===== config.mk =====
export PLATFORM = sky130hd
export DESIGN_NAME = rpms_sequencer
export DESIGN_NICKNAME = d
export VERILOG_FILES = /design/src/pkg/rpms_pkg.sv /design/src/pkg/rpms_cnt_if.sv /design/src/rtl/rpms_timer.sv /design/src/rtl/rpms_sequencer.sv
export SDC_FILE = /design/constraint.sdc
export NUM_CORES = 1
export LEC_CHECK = 0
export ABC_AREA = 0
export ABC_CLOCK_PERIOD_IN_PS = 3900
export BUFFER_PORTS_ARGS = -buffer_cell sky130_fd_sc_hd__buf_2
export CORE_ASPECT_RATIO = 0.5
export CORE_MARGIN = 5
export CORE_UTILIZATION = 40
export DETAILED_ROUTE_END_ITERATION = 8
export HOLD_SLACK_MARGIN = 0.12
export SLEW_MARGIN = 20
export SYNTH_ARGS = -nofsm -noshare
export SYNTH_HDL_FRONTEND = slang
export SYNTH_SLANG_ARGS = --single-unit

===== constraint.sdc =====
create_clock -name core_clk -period 3.9 [get_ports core_clk]
set_input_delay 0.585 -clock core_clk [delete_from_list [all_inputs] [get_ports core_clk]]
set_output_delay 0.585 -clock core_clk [all_outputs]
set_load 0.05 [all_outputs]

===== src/pkg/rpms_pkg.sv =====
`default_nettype none
package rpms_pkg;
    localparam logic [7:0] ADDR_PWR_CTRL = 8'h00;
    localparam logic [7:0] ADDR_REG_SETUP = 8'h0b;
    localparam logic [7:0] ADDR_STATUS = 8'h10;
    localparam logic [7:0] PWR_CTRL_RESET = 8'h01;
    localparam logic [7:0] REG_SETUP_RESET = 8'h87;
    localparam int BIT_STANDBY = 7;
    localparam int BIT_RF_ALL = 5;
    localparam int BIT_HALF_PWR = 4;
    localparam int BIT_RX_ONLY = 1;
    localparam int BIT_SUPPLY_5V = 0;
    localparam int CLK_MHZ = 100;
    localparam int CONFIRM_US = 100;
    localparam int CONFIRM_CYC = CONFIRM_US * CLK_MHZ;
    localparam int STANDBY_REC_US = 100;
    localparam int STANDBY_REC_CYC = STANDBY_REC_US * CLK_MHZ;
    localparam int MODE1_REC_US = 25;
    localparam int MODE1_REC_CYC = MODE1_REC_US * CLK_MHZ;
    localparam int SETTLE_US = 50;
    localparam int SETTLE_CYC = SETTLE_US * CLK_MHZ;
    localparam int AUX_DIV = 1666;
    localparam int CNT_W = 16;
    typedef enum logic [5:0] {
        RPMS_OFF = 6'h01,
        RPMS_SLEEP = 6'h02,
        RPMS_START = 6'h04,
        RPMS_CONFIRM = 6'h08,
        RPMS_ACTIVE = 6'h10,
        RPMS_RECOVER = 6'h20
    } rpms_state_t;
endpackage : rpms_pkg
`default_nettype wire


===== src/pkg/rpms_cnt_if.sv =====
`default_nettype none
interface rpms_cnt_if;
    import rpms_pkg::*;
    logic load;
    logic [CNT_W-1:0] value;
    logic done;
    modport ctl (output load, output value, input done);
    modport tmr (input load, input value, output done);
endinterface : rpms_cnt_if
`default_nettype wire


===== src/rtl/rpms_timer.sv =====
`default_nettype none
module rpms_timer
    import rpms_pkg::*;
(
    input wire logic core_clk, // system clock
    input wire logic reset_n, // async reset, active low
    rpms_cnt_if.tmr cnt // load/expiry handshake
);
    logic [CNT_W-1:0] count_reg;
    logic run_reg;
    always_ff @(posedge core_clk or negedge reset_n) begin
        if (!reset_n) begin
            count_reg <= '0;
            run_reg <= 1'b0;
        end else if (cnt.load) begin
            count_reg <= cnt.value;
            run_reg <= 1'b1;
        end else if (run_reg && count_reg != '0) begin
            count_reg <= count_reg - 1'b1;
        end else begin
            run_reg <= 1'b0;
        end
    end
    // done is a one-cycle pulse when the count reaches zero
    assign cnt.done = run_reg && (count_reg == '0) && !cnt.load;
endmodule : rpms_timer
`default_nettype wire


===== src/rtl/rpms_sequencer.sv =====
`default_nettype none
// Notes on behaviour
// - both pins low: everything powered off
// - wake only: logic rail, aux clock
// - wake rising edge starts supplies from off
// - main high or wake edge starts regulators
// - clock switch after settle; then accept writes
// - unconfirmed wake start returns off after 100us
// - main high: register bits choose mode
// - bit 7 standby, recovery 100us
// - bits 5,1 clear: mode 1, 25us recovery
// - bit 1 only: receiver only
// - bit 5: transmitter and receiver on
// - bit 0 selects 5 V supply, default
module rpms_sequencer
    import rpms_pkg::*;
(
    input wire logic core_clk, // 100 MHz clock
    input wire logic reset_n, // async reset, active low
    input wire logic main_enable_pin, // main enable from controller
    input wire logic wake_enable_pin, // wake enable pin
    input wire logic osc_stable, // oscillator and supplies settled
    input wire logic [7:0] addr, // register address
    input wire logic [7:0] wdata, // write data
    input wire logic wr_stb, // write strobe
    input wire logic rd_stb, // read strobe
    output logic [7:0] rdata, // read data, cycle after rd_stb
    output logic logic_supply_rail, // logic supply on
    output logic regulators_on, // main regulators and oscillator on
    output logic aux_clk_en, // mcu_clock_out carries 60 kHz
    output logic hf_clk_en, // crystal clock enabled; mcu_clock_out held low
    output logic mcu_clock_out, // clock to controller (aux phase)
    output logic tx_enable, // transmitter on
    output logic rx_enable, // receiver on
    output logic tx_half_power, // half transmit power
    output logic supply_5v_sel, // 5-V input supply configuration
    output logic full_ready // full operation reached
);
    logic main_m_reg, main_s_reg, wake_m_reg, wake_s_reg, wake_d_reg, osc_m_reg, osc_s_reg;
    logic [7:0] pwr_ctrl_reg, reg_setup_reg;
    rpms_state_t state_reg, state_next;
    logic wake_start_reg;
    logic [15:0] aux_cnt_reg;
    logic aux_phase_reg;
    logic wake_rise;
    logic regs_open;
    logic [CNT_W-1:0] rec_value;
    rpms_cnt_if cnt_bus ();

    rpms_timer u_timer (
        .core_clk(core_clk),
        .reset_n(reset_n),
        .cnt(cnt_bus.tmr)
    );

    // pins come from another domain
    always_ff @(posedge core_clk or negedge reset_n) begin
        if (!reset_n) begin
            main_m_reg <= 1'b0;
            main_s_reg <= 1'b0;
            wake_m_reg <= 1'b0;
            wake_s_reg <= 1'b0;
            wake_d_reg <= 1'b0;
            osc_m_reg <= 1'b0;
            osc_s_reg <= 1'b0;
        end else begin
            main_m_reg <= main_enable_pin;
            main_s_reg <= main_m_reg;
            wake_m_reg <= wake_enable_pin;
            wake_s_reg <= wake_m_reg;
            wake_d_reg <= wake_s_reg;
            osc_m_reg <= osc_stable;
            osc_s_reg <= osc_m_reg;
        end
    end

    assign wake_rise = wake_s_reg && !wake_d_reg;
    assign regs_open = (state_reg == RPMS_ACTIVE) || (state_reg == RPMS_RECOVER)
        || (state_reg == RPMS_CONFIRM);

    // recovery time depends on the mode being left
    always_comb begin
        if (pwr_ctrl_reg[BIT_STANDBY]) begin
            rec_value = CNT_W'(STANDBY_REC_CYC);
        end else begin
            rec_value = CNT_W'(MODE1_REC_CYC);
        end
    end

    always_comb begin
        state_next = state_reg;
        cnt_bus.load = 1'b0;
        cnt_bus.value = '0;
        case (state_reg)
            RPMS_OFF: begin
                if (main_s_reg || wake_rise) begin
                    state_next = RPMS_START;
                end else if (wake_s_reg) begin
                    state_next = RPMS_SLEEP;
                end
            end
            RPMS_SLEEP: begin
                if (main_s_reg) begin
                    state_next = RPMS_START;
                end else if (!wake_s_reg) begin
                    state_next = RPMS_OFF;
                end
            end
            RPMS_START: begin
                if (!main_s_reg && !wake_start_reg && !wake_s_reg) begin
                    state_next = RPMS_OFF;
                end else if (osc_s_reg) begin
                    if (wake_start_reg && !main_s_reg) begin
                        state_next = RPMS_CONFIRM;
                        cnt_bus.load = 1'b1;
                        cnt_bus.value = CNT_W'(CONFIRM_CYC);
                    end else begin
                        state_next = RPMS_RECOVER;
                        cnt_bus.load = 1'b1;
                        cnt_bus.value = rec_value;
                    end
                end
            end
            RPMS_CONFIRM: begin
                if (main_s_reg) begin
                    state_next = RPMS_ACTIVE;
                end else if (cnt_bus.done) begin
                    state_next = RPMS_OFF;
                end
            end
            RPMS_RECOVER: begin
                if (!main_s_reg) begin
                    state_next = wake_s_reg ? RPMS_SLEEP : RPMS_OFF;
                end else if (cnt_bus.done) begin
                    state_next = RPMS_ACTIVE;
                end
            end
            RPMS_ACTIVE: begin
                if (!main_s_reg) begin
                    state_next = wake_s_reg ? RPMS_SLEEP : RPMS_OFF;
                end else if (wr_stb && addr == ADDR_PWR_CTRL
                    && pwr_ctrl_reg[BIT_STANDBY] && !wdata[BIT_STANDBY]) begin
                    state_next = RPMS_RECOVER;
                    cnt_bus.load = 1'b1;
                    cnt_bus.value = CNT_W'(STANDBY_REC_CYC);
                end
            end
            default: state_next = RPMS_OFF;
        endcase
    end

    always_ff @(posedge core_clk or negedge reset_n) begin
        if (!reset_n) begin
            state_reg <= RPMS_OFF;
        end else begin
            state_reg <= state_next;
        end
    end

    // remembers whether this start-up came from the wake edge
    always_ff @(posedge core_clk or negedge reset_n) begin
        if (!reset_n) begin
            wake_start_reg <= 1'b0;
        end else if (state_reg != RPMS_START && state_next == RPMS_START) begin
            wake_start_reg <= !main_s_reg;
        end
    end

    always_ff @(posedge core_clk or negedge reset_n) begin
        if (!reset_n) begin
            pwr_ctrl_reg <= PWR_CTRL_RESET;
            reg_setup_reg <= REG_SETUP_RESET;
        end else if (wr_stb && regs_open) begin
            if (addr == ADDR_PWR_CTRL) begin
                pwr_ctrl_reg <= wdata;
            end else if (addr == ADDR_REG_SETUP) begin
                reg_setup_reg <= wdata;
            end
        end
    end

    always_ff @(posedge core_clk or negedge reset_n) begin
        if (!reset_n) begin
            rdata <= 8'h00;
        end else if (rd_stb) begin
            if (addr == ADDR_PWR_CTRL) begin
                rdata <= pwr_ctrl_reg;
            end else if (addr == ADDR_REG_SETUP) begin
                rdata <= reg_setup_reg;
            end else if (addr == ADDR_STATUS) begin
                rdata <= {2'b00, state_reg};
            end else begin
                rdata <= 8'h00;
            end
        end else begin
            rdata <= 8'h00;
        end
    end

    // 60 kHz aux clock from a divider on the core clock
    always_ff @(posedge core_clk or negedge reset_n) begin
        if (!reset_n) begin
            aux_cnt_reg <= 16'h0000;
            aux_phase_reg <= 1'b0;
        end else if (aux_cnt_reg == 16'(AUX_DIV / 2 - 1)) begin
            aux_cnt_reg <= 16'h0000;
            aux_phase_reg <= !aux_phase_reg;
        end else begin
            aux_cnt_reg <= aux_cnt_reg + 16'h0001;
        end
    end

    always_ff @(posedge core_clk or negedge reset_n) begin
        if (!reset_n) begin
            logic_supply_rail <= 1'b0;
            regulators_on <= 1'b0;
            aux_clk_en <= 1'b0;
            hf_clk_en <= 1'b0;
            mcu_clock_out <= 1'b0;
            full_ready <= 1'b0;
        end else begin
            logic_supply_rail <= state_next != RPMS_OFF;
            regulators_on <= state_next inside {RPMS_START, RPMS_CONFIRM,
                RPMS_ACTIVE, RPMS_RECOVER};
            aux_clk_en <= state_next inside {RPMS_SLEEP, RPMS_START};
            hf_clk_en <= state_next inside {RPMS_CONFIRM, RPMS_ACTIVE,
                RPMS_RECOVER};
            mcu_clock_out <= (state_next inside {RPMS_SLEEP, RPMS_START}) && aux_phase_reg;
            full_ready <= state_next == RPMS_ACTIVE && !pwr_ctrl_reg[BIT_STANDBY];
        end
    end

    // mode decode from register bits only while main is high
    always_ff @(posedge core_clk or negedge reset_n) begin
        if (!reset_n) begin
            tx_enable <= 1'b0;
            rx_enable <= 1'b0;
            tx_half_power <= 1'b0;
            supply_5v_sel <= 1'b1;
        end else begin
            supply_5v_sel <= pwr_ctrl_reg[BIT_SUPPLY_5V];
            if (state_next == RPMS_ACTIVE && !pwr_ctrl_reg[BIT_STANDBY]) begin
                tx_enable <= pwr_ctrl_reg[BIT_RF_ALL];
                rx_enable <= pwr_ctrl_reg[BIT_RF_ALL] || pwr_ctrl_reg[BIT_RX_ONLY];
                tx_half_power <= pwr_ctrl_reg[BIT_RF_ALL] && pwr_ctrl_reg[BIT_HALF_PWR];
            end else begin
                tx_enable <= 1'b0;
                rx_enable <= 1'b0;
                tx_half_power <= 1'b0;
            end
        end
    end

    // cycles spent waiting for the wake confirmation; a counter keeps the long
    // timeout check cheap, a delay range of this length would not be
    logic [CNT_W-1:0] confirm_age_reg;

    always_ff @(posedge core_clk or negedge reset_n) begin
        if (!reset_n) begin
            confirm_age_reg <= '0;
        end else if (state_reg == RPMS_CONFIRM) begin
            confirm_age_reg <= confirm_age_reg + 1'b1;
        end else begin
            confirm_age_reg <= '0;
        end
    end
endmodule : rpms_sequencer
`default_nettype wire


**Yosys cells after proc, flatten, opt, wreduce, memory -nomap -nowiden**

Cells that the tools add are included.

- Add/subtract/negate cells: 2
- Eq/ne operators: 17
- Muxes and demuxes: 39
- Bitwise operators: 1
- Reduce and logical (&&, ||, !) cells: 36

Operators with widths:

| kind | count |
|---|---|
| 14-bit two-way mux | 6 |
| 6-bit two-way mux | 14 |
| 16-bit two-way mux | 3 |
| 6-bit one-hot mux with 6 select lines | 1 |
| 16-bit one-hot mux with 2 select lines | 1 |
| 8-bit two-way mux | 3 |
| 16-bit by 1-bit adder with 16-bit output, second input constant | 1 |
| 16-bit by 10-bit equality test with 1-bit output, second input constant | 1 |
| 16-bit logical NOT | 1 |
| 16-bit nonzero test | 1 |
| 16-bit by 1-bit subtractor with 16-bit output, second input constant | 1 |
| 1-bit logical AND | 15 |
| 6-bit by 2-bit equality test with 1-bit output, second input constant | 2 |
| 6-bit by 3-bit equality test with 1-bit output, second input constant | 2 |
| 6-bit by 4-bit equality test with 1-bit output, second input constant | 2 |
| 6-bit by 5-bit equality test with 1-bit output, second input constant | 2 |
| 6-bit equality test, second input constant | 2 |
| 1-bit two-way mux | 9 |
| 8-bit by 4-bit equality test with 1-bit output, second input constant | 1 |
| 8-bit by 5-bit equality test with 1-bit output, second input constant | 1 |
| 1-bit logical NOT | 8 |
| 8-bit logical NOT | 1 |
| 6-bit by 1-bit equality test with 1-bit output, second input constant | 1 |
| 6-bit by 1-bit != test with 1-bit output, second input constant | 1 |
| other kinds (11) | 15 |

- Register bits: 82
- Output and inout port bits: 18

**Logic depth before layout (Yosys ltp)**

Gate-level depths: netlist (run 1).

- Depth after elaboration: 15
- Gate-level depth with buffers: 7
- Gate-level depth less buffers: 7

**Modules after synthesis**

A second synthesis (run 1) with hierarchy kept.

- Cell total of the unflattened synthesis: 378
- Area, all modules: 4134.0 µm²

Modules (own cells, without submodules):

| module | instances | cells an instance | area an instance (µm²) | seq. area each (µm²) |
|---|---|---|---|---|
| rpms_sequencer | 1 | 252 | 3025.4 | 1635.3 |
| rpms_timer | 1 | 126 | 1108.6 | 425.4 |

**Worst setup path before layout (run 1)**

Ideal clock, no wire load.

- Kind: flip-flop to flip-flop
- Start: register u_timer.count_reg[0]
- End: register u_timer.count_reg[6]
- Library setup time: 121 ps
- Arrival time: 2127 ps
- Data required time: 3779 ps
- Slack: 1652 ps
- Stages on the path, launching flop included: 8
- Path buffers: 0
- Period minus slack after synthesis: 2248 ps
- Path through: dfrtp_1 inv_1 ha_1 or4b_1 or4_4 o21ai_4 nand3_4 o22a_1

- Longest elaborated chain between the ends: 3
- Elaborated cells on any way between the ends: 6

Ends and longest elaborated chain:

| item | line | source |
|---|---|---|
| start: declaration | rpms_timer.sv:9 | `logic [CNT_W-1:0] count_reg;` |
| start signal: assignment | rpms_timer.sv:16 | `count_reg <= cnt.value;` |
| start signal: assignment | rpms_timer.sv:19 | `count_reg <= count_reg - 1'b1;` |
| 16-bit by 1-bit subtractor with 16-bit output or 16-bit nonzero test (tied branches) | rpms_timer.sv:19, rpms_timer.sv:18 |  |
| 16-bit two-way mux or 1-bit logical AND (tied branches) | rpms_timer.sv:18 | `end else if (run_reg && count_reg != '0) begin` |
| 16-bit two-way mux or 2-bit nonzero test (tied branches) | n/a |  |

Several ways; a longest one is shown, not always the timed one. The select of a mux whose other input is x is not followed.
A chain may end at the register's enable or synchronous reset.

**Final worst setup path (run 1)**

Ends and elaborated chain as after synthesis.

==> flow_summary.json, run 1 <==
{
  "status": "finished, final reports clean",
  "worst_slew_pin_slew_ns": 0.723,
  "end_kind": "register",
  "skew_ns": 0.00828,
  "crit_chain": "inv_1 -> ha_1 -> or4b_1 -> or4_4 -> o21ai_4 -> nand3_4 -> o22a_1",
  "gr-total-overflow": 0,
  "drive_gt1_share_pct": 24.8,
  "layout_commonest_cell": "dfrtp_1",
  "cp_data_required_time_ns": 4.12,
  "hold_viol": 0,
  "syn_nets": 374,
  "holdCritPathClass": "primary input to async pin",
  "drt_iter0_drc": 191,
  "cts_tree": "done",
  "drv_cap": 0,
  "design.die.area_um2": 11800,
  "cp_num_buf_inv": 1,
  "mostFrequentLayoutCells": "dfrtp_1, buf_2, nor2_1, nand3_1, mux2_2",
  "slew_headroom_pct": 51.5,
  "cts.path.max_buffers": 2,
  "io_pins": 41,
  "worstSetupPathType": "register to register",
  "fin_crit_sh_pct": 62.5,
  "layoutNonFillerInstCount": 526,
  "yosysWarnings": 0,
  "coreArea_um2": 9420,
  "multi_input_area_um2": 1670,
  "worst_ep_arrival_time_ns": 2.66,
  "pre_cts_slack_ns": 1.47,
  "fillers": 855,
  "place_area_um2": 4170,
  "grt_max_degree": 83,
  "p_total_mw": 2.41,
  "leakagePower_nw": 1.98,
  "wire_per_inst_um": 15.6,
  "setup_viol_count_final": 0,
  "slowest_delay_ns": 0.54,
  "path_max_fanout": 7,
  "clk_pin_slew_worst_paths_ns": 0.06,
  "drv_slew": 0,
  "synth-edff-count": 0,
  "chipWidth_um": 149,
  "ctsHoldBuffers": 0,
  "cts_made_buffers": 9,
  "track_usage_pct": 15.0,
  "clock.fmax_mhz": 410,
  "cpMaxStageDelayCell": "or4b_1",
  "design_area_um2": 4450,
  "ys_types": 61,
  "synth-main-ff-cell": "dfrtp_1",
  "initial_utilization_pct": 41.0,
  "insertion_delay_ns": 0.34,
  "cts_sinks": 82,
  "ys_seq_area_share_pct": 53.4,
  "area_growth_pct": 15.4,
  "portBuffers": 40,
  "post-cts-setup-buffers": 0,
  "drt-total-wl_um": 8220,
  "whs_ns": 0.279,
  "irDropWorstVdd_mv": 0.260,
  "crit_family": "simple AND/OR/NAND/NOR gates",
  "die_h_um": 79.5,
  "utilization_pct": 47.3,
  "dr_total_vias": 2886,
  "n_antenna_cell": 0,
  "place_inst": 510,
  "postCtsResizedCells": 0,
  "fin_nets": 412,
  "vias_per_cell": 5.49,
  "p_per_area_nw_per_um2": 541,
  "drc": 0,
  "drtPass1Iterations": 5,
  "antenna_found_initial": 0,
  "start_kind": "register",
  "root_buffer": "clkbuf_16",
  "tns_ns": 0,
  "htreeDepth": 3,
  "async_flop_share_pct": 100,
  "rsz0062_at_grt": "no",
  "first_global_vias": 2866,
  "synth_area_per_cell_um2": 11.1,
  "netlist_instances": 348,
  "final-seq-area_um2": 2060,
  "grt_pass1_wl_um": 14100,
  "place.gp.congestion": 0.868,
  "rows": 25,
  "hpwl_um": 5820,
  "synth_area_um2": 3860,
  "finalCriticalPeriod_ns": 2.44,
  "antenna_left": 0,
  "synth_seq_cells": 82,
  "fin_ws_ns": 1.46
}
cell usage after synthesis, types with 2 or more instances:
master    number  share of area (%)
nor4_1        10                1.6
a21oi_1        9                1.2
a31oi_1        2               0.32
a211oi_1       3               0.58
or3_1          8                1.3
a22oi_1        3               0.58
nand4_1        3               0.49
and2_1         5               0.81
and4_1         3               0.68
o22a_1         2               0.45
dfrtp_1       75                 49
dfstp_2        7                4.8
and3_1         7                1.1
o21ai_0       11                1.4
nand2b_1       5               0.81
nand2_1       12                1.2
nor2_1        24                2.3
nand3b_1       3               0.58
o211ai_1       2               0.39
xor2_1        10                2.3
o311ai_0       2               0.45
nor3_1        11                1.4
o21a_1         2               0.39
clkbuf_1      11                1.1
a222oi_1       6                1.6
or2_2          4               0.65
or4_1          2               0.39
nor2b_1       10                1.6
xnor2_1       14                3.2
nand4b_1       3               0.68
nand3_1       17                2.2
mux2_2        16                4.7
ha_1           3               0.97
inv_1         13                1.3
or4_4          3               0.88
o31ai_1        2               0.39
final cells by class:
cell class | instances | area share (%)
Sequential cell | 82 | 46.3
Multi-Input combinational cell | 238 | 37.6
Clock buffer | 9 | 5.06
Timing Repair Buffer | 42 | 4.97
Tap cell | 135 | 3.79
Clock inverter | 7 | 1.18
Inverter | 13 | 1.10
logic make-up (layout without fill, tap and decap cells):
| family | count (synthesis) | count (layout) | synth area share (%) |
|---|---|---|---|
| buffers and inverters | 28 | 71 | 3.21 |
| AO/OA/AOI/OAI | 53 | 53 | 10.1 |
| multiplexers | 17 | 17 | 4.93 |
| AND/OR/NAND/NOR | 141 | 141 | 22.0 |
| flip-flops | 82 | 82 | 53.4 |
| adder cells (fa/ha/maj) | 3 | 3 | 0.973 |
| XOR/XNOR | 24 | 24 | 5.45 |
worst register-to-register path, stage by stage, from the launching register on:
cell     delay (ns)
dfrtp_1        0.37
inv_1          0.09
ha_1           0.26
or4b_1         0.54
or4_4          0.46
o21ai_4        0.26
nand3_4        0.13
o22a_1         0.22
where the power goes:
part           internal [mW]  switching (mW)  total, mW  leakage [nW]
clock network          0.434           0.345      0.779         0.124
logic                  0.219           0.316      0.535         0.810
registers              0.965           0.130       1.09          1.04
total                   1.62           0.792       2.41          1.98
worst paths after layout:
check	from	slack, ns	depth (start not counted)	end
hold reg to reg	wake_m_reg	0.35	0	wake_s_reg
setup / recovery	u_timer.count_reg[0]	1.46	7	u_timer.count_reg[6]
max in group asynchronous	reset_n	3.11	1	u_timer.count_reg[5]
hold / removal	reset_n	0.28	1	aux_cnt_reg[0]
setup reg to reg	u_timer.count_reg[0]	1.46	7	u_timer.count_reg[6]
min in group core_clk	wake_m_reg	0.35	0	wake_s_reg
per-layer routing:
metal  track usage, %  part of all wire [%]
met3             4.48                   4.6
met1             18.9                    42
met5                0                     0
met2             24.9                    52
met4             4.93                   1.4
(Power assumes the default switching activity.)
==> run 2: changes to the inputs <==
--- a/config.mk
+++ b/config.mk
@@ -6,7 +6,7 @@
 export NUM_CORES = 1
 export LEC_CHECK = 0
 export ABC_AREA = 0
-export ABC_CLOCK_PERIOD_IN_PS = 3900
+export ABC_CLOCK_PERIOD_IN_PS = 2300
 export BUFFER_PORTS_ARGS = -buffer_cell sky130_fd_sc_hd__buf_2
 export CORE_ASPECT_RATIO = 0.5
 export CORE_MARGIN = 5
==> constraint.sdc (replaced) <==
create_clock -name core_clk -period 2.3 [get_ports core_clk]
set_input_delay 0.345 -clock core_clk [delete_from_list [all_inputs] [get_ports core_clk]]
set_output_delay 0.345 -clock core_clk [all_outputs]
set_load 0.05 [all_outputs]
==> run 2 against run 1 <==
Effect of this change:
- cell count up 4.4%
- setup slack got worse by 1.4 ns
- first-iteration DRC count rose by 31%
- register-to-register slack got worse by 1.4 ns
- die area stayed put
- clock-buffer cell count increased by 2
- sequential cell count did not move
- highest routed layer unchanged
- fmax is 8.1% higher
==> flow_summary.json, run 2 (synthesized netlist as in run 1, its figures left out) <==
{
  "vias_per_cell": 5.28,
  "track_usage_pct": 15.0,
  "rows": 25,
  "worstSetupPathType": "register to register",
  "n_antenna_cell": 0,
  "worst_slew_pin_slew_ns": 0.585,
  "start_kind": "register",
  "antenna_found_initial": 0,
  "coreArea_um2": 9420,
  "clk_pin_slew_worst_paths_ns": 0.06,
  "hold_viol": 0,
  "drc": 0,
  "layout_commonest_cell": "dfrtp_1",
  "die_h_um": 79.5,
  "tns_ns": 0,
  "irDropWorstVdd_mv": 0.380,
  "rsz0062_at_grt": "yes",
  "slew_headroom_pct": 60.8,
  "drv_slew": 0,
  "cts_tree": "done",
  "area_growth_pct": 21.1,
  "hpwl_um": 5950,
  "mostFrequentLayoutCells": "dfrtp_1, buf_2, nor2_1, buf_4",
  "path_max_fanout": 7,
  "cts_made_buffers": 9,
  "holdCritPathClass": "primary input to register",
  "status": "finished, final reports clean",
  "p_per_area_nw_per_um2": 893,
  "fin_crit_sh_pct": 98.1,
  "dr_total_vias": 2898,
  "htreeDepth": 3,
  "initial_utilization_pct": 41.0,
  "end_kind": "register",
  "wire_per_inst_um": 15.0,
  "insertion_delay_ns": 0.33,
  "root_buffer": "clkbuf_16",
  "design.die.area_um2": 11800,
  "place.gp.congestion": 0.814,
  "drv_cap": 0,
  "io_pins": 41,
  "grt_max_degree": 44,
  "gr-total-overflow": 0,
  "worst_ep_arrival_time_ns": 2.47,
  "first_global_vias": 2952,
  "chipWidth_um": 149,
  "drt_iter0_drc": 250,
  "drive_gt1_share_pct": 29.2,
  "leakagePower_nw": 2.10,
  "antenna_left": 0,
  "cp_data_required_time_ns": 2.51,
  "drt-total-wl_um": 8240,
  "portBuffers": 40,
  "cts.path.max_buffers": 2,
  "skew_ns": 0.00810,
  "finalCriticalPeriod_ns": 2.26,
  "fin_nets": 435,
  "whs_ns": 0.257,
  "p_total_mw": 4.17,
  "drtPass1Iterations": 4,
  "grt_pass1_wl_um": 14200,
  "cts_sinks": 82,
  "clock.fmax_mhz": 443,
  "fillers": 856,
  "setup_viol_count_final": 0
}
-- run 2: changes by cell type in the layout (fill, tap and decap cells not counted), sizes merged --
cell	previous run	this run
dlygate4sd3	0	4
clkinv	1	2
clkbuf	9	11
inv	15	13
clkinvlp	4	3
buf	42	61
-- run 2: final cells by class --
type                    instances  area [um^2]  share of cell area (%)
well taps                     135          169                    3.62
multi-input cells             238         1710                    36.6
clock buffers                  11          233                    4.98
inverters                      13         48.8                    1.04
repair buffers                 65          420                    9.00
flip-flops and latches         82         2060                    44.1
clock inverters                 5         32.5                   0.696
-- run 2: path summary, 6_finish.rpt --
check                                            end  cells past startpoint  slack (ns)             startpoint
worst min-delay path                 pwr_ctrl_reg[4]                      2        0.26               wdata[4]
max in group asynchronous           reg_setup_reg[7]                      3        1.11                reset_n
min in group asynchronous             aux_cnt_reg[8]                      2        0.54                reset_n
worst max-delay path            u_timer.count_reg[6]                      5        0.04  u_timer.count_reg[10]
worst min register to register             osc_s_reg                      0        0.35              osc_m_reg
worst max register to register  u_timer.count_reg[6]                      5        0.04  u_timer.count_reg[10]
-- run 2: metal layers --
layer / track usage [%] / up-vias / part of all wire [%]
met3: 5.10 / 9 / 3.3
met4: 4.29 / 0 / 1.1
li1: - / 1390 / -
met1: 19.1 / 1457 / 46
met2: 24.7 / 42 / 49
met5: 0 / - / 0
-- run 2: stage by stage --
| step | instance area (um^2) | util, % | cells | setup WS, ns |
|---|---|---|---|---|
| after floorplan | 3860 | - | 348 | 0.0516 |
| after global placement | 4290 | 45.5 | 524 | 0.0951 |
| after detailed placement | 4290 | 45.5 | 524 | 0.0621 |
| after CTS | 4590 | 48.8 | 544 | 0.0389 |
| after global routing | 4670 | 49.6 | 549 | -0.0202 |
| final | 4670 | 49.6 | 549 | 0.0439 |
-- run 2: critical path, cell delays in order, from the launching register on --
cell and delay, ns:
dfrtp_1 0.40, or4_4 0.60, or4_4 0.56, o21ai_4 0.26
nand3_4 0.11, o22a_1 0.21
-- run 2: repair_timing --
item,in CTS,in global routing
resized for setup,0,11
setup buffers,0,5
hold buffers,4,0
endpoints found under the setup margin,0,15
endpoints found under the hold margin,40,0
-- run 2: report_power, final --
| part | internal, mW | switching (mW) |
|---|---|---|
| logic | 0.467 | 0.598 |
| clock network | 0.727 | 0.549 |
| registers | 1.64 | 0.194 |
==> run 3: changes to the inputs <==
--- a/config.mk
+++ b/config.mk
@@ -6,7 +6,7 @@
 export NUM_CORES = 1
 export LEC_CHECK = 0
 export ABC_AREA = 0
-export ABC_CLOCK_PERIOD_IN_PS = 2300
+export ABC_CLOCK_PERIOD_IN_PS = 2200
 export BUFFER_PORTS_ARGS = -buffer_cell sky130_fd_sc_hd__buf_2
 export CORE_ASPECT_RATIO = 0.5
 export CORE_MARGIN = 5
==> constraint.sdc (replaced) <==
create_clock -name core_clk -period 2.2 [get_ports core_clk]
set_input_delay 0.33 -clock core_clk [delete_from_list [all_inputs] [get_ports core_clk]]
set_output_delay 0.33 -clock core_clk [all_outputs]
set_load 0.05 [all_outputs]
==> run 3 against run 2 <==
Effect of this change:
- global-route usage grew 0.87 points
- sequential cell count stayed put
- worst hold slack worse by 0.022 ns
- first-iteration DRC count shrank 1.2%
- setup slack got worse by 0.030 ns
- clock power is 20% higher
- utilization is 2.0 points higher
- routed wire length is 7.2% higher
==> flow_summary.json, run 3 (synthesized netlist as in run 1, its figures left out) <==
{
  "status": "finished, final reports clean",
  "fin_crit_sh_pct": 99.4,
  "reg2reg_slack_ns": 0.01,
  "grt_max_degree": 49,
  "drt_iter0_drc": 247,
  "cp_data_required_time_ns": 2.42,
  "start_kind": "register",
  "place_area_um2": 4420,
  "pwr-share-clk_pct": 32.4,
  "cts_tree": "done",
  "drv_slew": 0,
  "hpwl_um": 6350,
  "first_global_vias": 3056,
  "rsz0062_at_grt": "yes",
  "slew_headroom_pct": 59.2,
  "cp_num_buf_inv": 0,
  "holdCritPathClass": "primary input to register",
  "rows": 25,
  "layout_commonest_cell": "dfrtp_1",
  "cts_made_buffers": 9,
  "skew_ns": 0.00739,
  "initial_utilization_pct": 41.0,
  "wire_per_inst_um": 15.7,
  "die_h_um": 79.5,
  "slowest_delay_ns": 0.60,
  "drt-total-wl_um": 8840,
  "fin_nets": 449,
  "worst-path-stages": 5,
  "seq_power_share_pct": 39.5,
  "r2r-end": "u_timer.count_reg[6]",
  "irDropWorstVdd_mv": 0.409,
  "end_kind": "register",
  "path_max_fanout": 7,
  "crit_family": "simple AND/OR/NAND/NOR gates",
  "multi_input_area_um2": 1750,
  "finalCriticalPeriod_ns": 2.19,
  "portBuffers": 40,
  "root_buffer": "clkbuf_16",
  "vias_per_cell": 5.26,
  "grt.met3_usage_pct": 4.54,
  "clock.fmax_mhz": 457,
  "antenna_left": 0,
  "area_growth_pct": 26.0,
  "drc": 0,
  "p_switching_mw": 1.52,
  "cp_common_cell": "or4_4",
  "cts.path.max_buffers": 2,
  "worst_ep_arrival_time_ns": 2.41,
  "crit_path_start": "u_timer.count_reg[7]",
  "rr_worst_depth": 5,
  "n_antenna_cell": 0,
  "crit_chain": "or4_4 -> or4_4 -> o21ai_4 -> nand3_4 -> o22a_1",
  "grt_use_met1_pct": 19.2,
  "final-seq-area_um2": 2060,
  "r2r-start": "u_timer.count_reg[7]",
  "drtPass1Iterations": 5,
  "gr-total-overflow": 0,
  "chipWidth_um": 149,
  "utilization_pct": 51.7,
  "p_per_area_nw_per_um2": 981,
  "worstSetupPathType": "register to register",
  "mostFrequentLayoutCells": "dfrtp_1, buf_2, buf_4, nor2_1, nand3_1",
  "fillers": 838,
  "drv_cap": 0,
  "clk_pin_slew_worst_paths_ns": 0.06,
  "design_area_um2": 4860,
  "htreeDepth": 3,
  "drive_gt1_share_pct": 33.6,
  "cts_sinks": 82,
  "worst_slew_pin_slew_ns": 0.609,
  "setup_viol_count_final": 0,
  "pwr-share-comb_pct": 28.1,
  "cpMaxStageDelayCell": "or4_4",
  "track_usage_pct": 15.9,
  "grt_pass1_wl_um": 15000,
  "place.gp.congestion": 0.834,
  "gr-usage-met2_pct": 27.4,
  "coreArea_um2": 9420,
  "swShare_pct": 31.9,
  "antenna_found_initial": 0,
  "io_pins": 41,
  "design.die.area_um2": 11800,
  "top_usage_layer": "met2",
  "endpoint": "u_timer.count_reg[6]",
  "leakagePower_nw": 2.20,
  "insertion_delay_ns": 0.34,
  "dr_total_vias": 2959,
  "hold_viol": 0,
  "internal-power_mw": 3.25
}
## run 3: changes by cell type in the layout (fill, tap and decap cells not counted), moves of 2 or more
cell | previous run | this run
clkbuf_1 | 2 | 0
inv_6 | 0 | 3
a211oi_2 | 0 | 2
a21oi_1 | 9 | 6
buf_4 | 19 | 32
clkinv_2 | 2 | 0
a21oi_2 | 1 | 4
a211oi_1 | 3 | 1
## run 3: timing repair
item	CTS	global route
setup buffers	2	1
pin swaps	2	9
setup endpoints to repair	1	21
gates resized for setup	5	13
hold buffers	4	0
hold endpoints to repair	35	0
## run 3: per-layer routing
| layer | wire length [um] | vias up |
|---|---|---|
| li1 | - | 1417 |
| met1 | 3860 | 1474 |
| met2 | 4560 | 58 |
| met3 | 323 | 10 |
| met4 | 104 | 0 |
| met5 | 0 | - |
## run 3: per-stage QoR
step / power, mW / TNS [ns] / instances / hold WS (ns) / worst slack (ns)
final: 4.77 / 0 / 563 / 0.235 / 0.0138
after global routing: 5.04 / -0.342 / 563 / 0.226 / -0.0439
after CTS: 4.75 / -0.00555 / 562 / 0.225 / -0.00454
after detailed placement: 3.16 / -0.00982 / 540 / 0.310 / -0.00982
after global placement: 3.10 / 0 / 540 / 0.296 / 0.0771
after floorplan: 2.66 / -0.0142 / 348 / 0.0344 / -0.00720
## run 3: area by class of cell
type                       count  area share, %
clock inverter                 6           1.47
sequential                    82           42.4
tap                          135           3.47
timing repair buffer          79           10.9
multi-input combinational    238           35.9
inverter                      13           1.00
clock buffer                  10           4.91
## run 3: worst min-delay path by stage
stage                  endpoint  startpoint  cells past startpoint  slack (ns)
6_report        pwr_ctrl_reg[0]    wdata[0]                      2        0.24
5_1_grt        reg_setup_reg[0]    wdata[0]                      2        0.23
4_1_cts         pwr_ctrl_reg[0]    wdata[0]                      2        0.22
3_5_place_dp     aux_cnt_reg[1]     reset_n                      1        0.31
3_3_place_gp     aux_cnt_reg[2]     reset_n                      1        0.30
2_1_floorplan        aux_clk_en     reset_n                      0        0.03
## run 3: power groups by stage
stage	Sequential (mW)	Combinational [mW]	Clock (mW)
detailed placement	1.90	1.25	0
CTS	1.88	1.29	1.58
global route	1.91	1.46	1.66
finish	1.88	1.34	1.54
global placement	1.89	1.21	0
floorplan	1.96	0.706	0
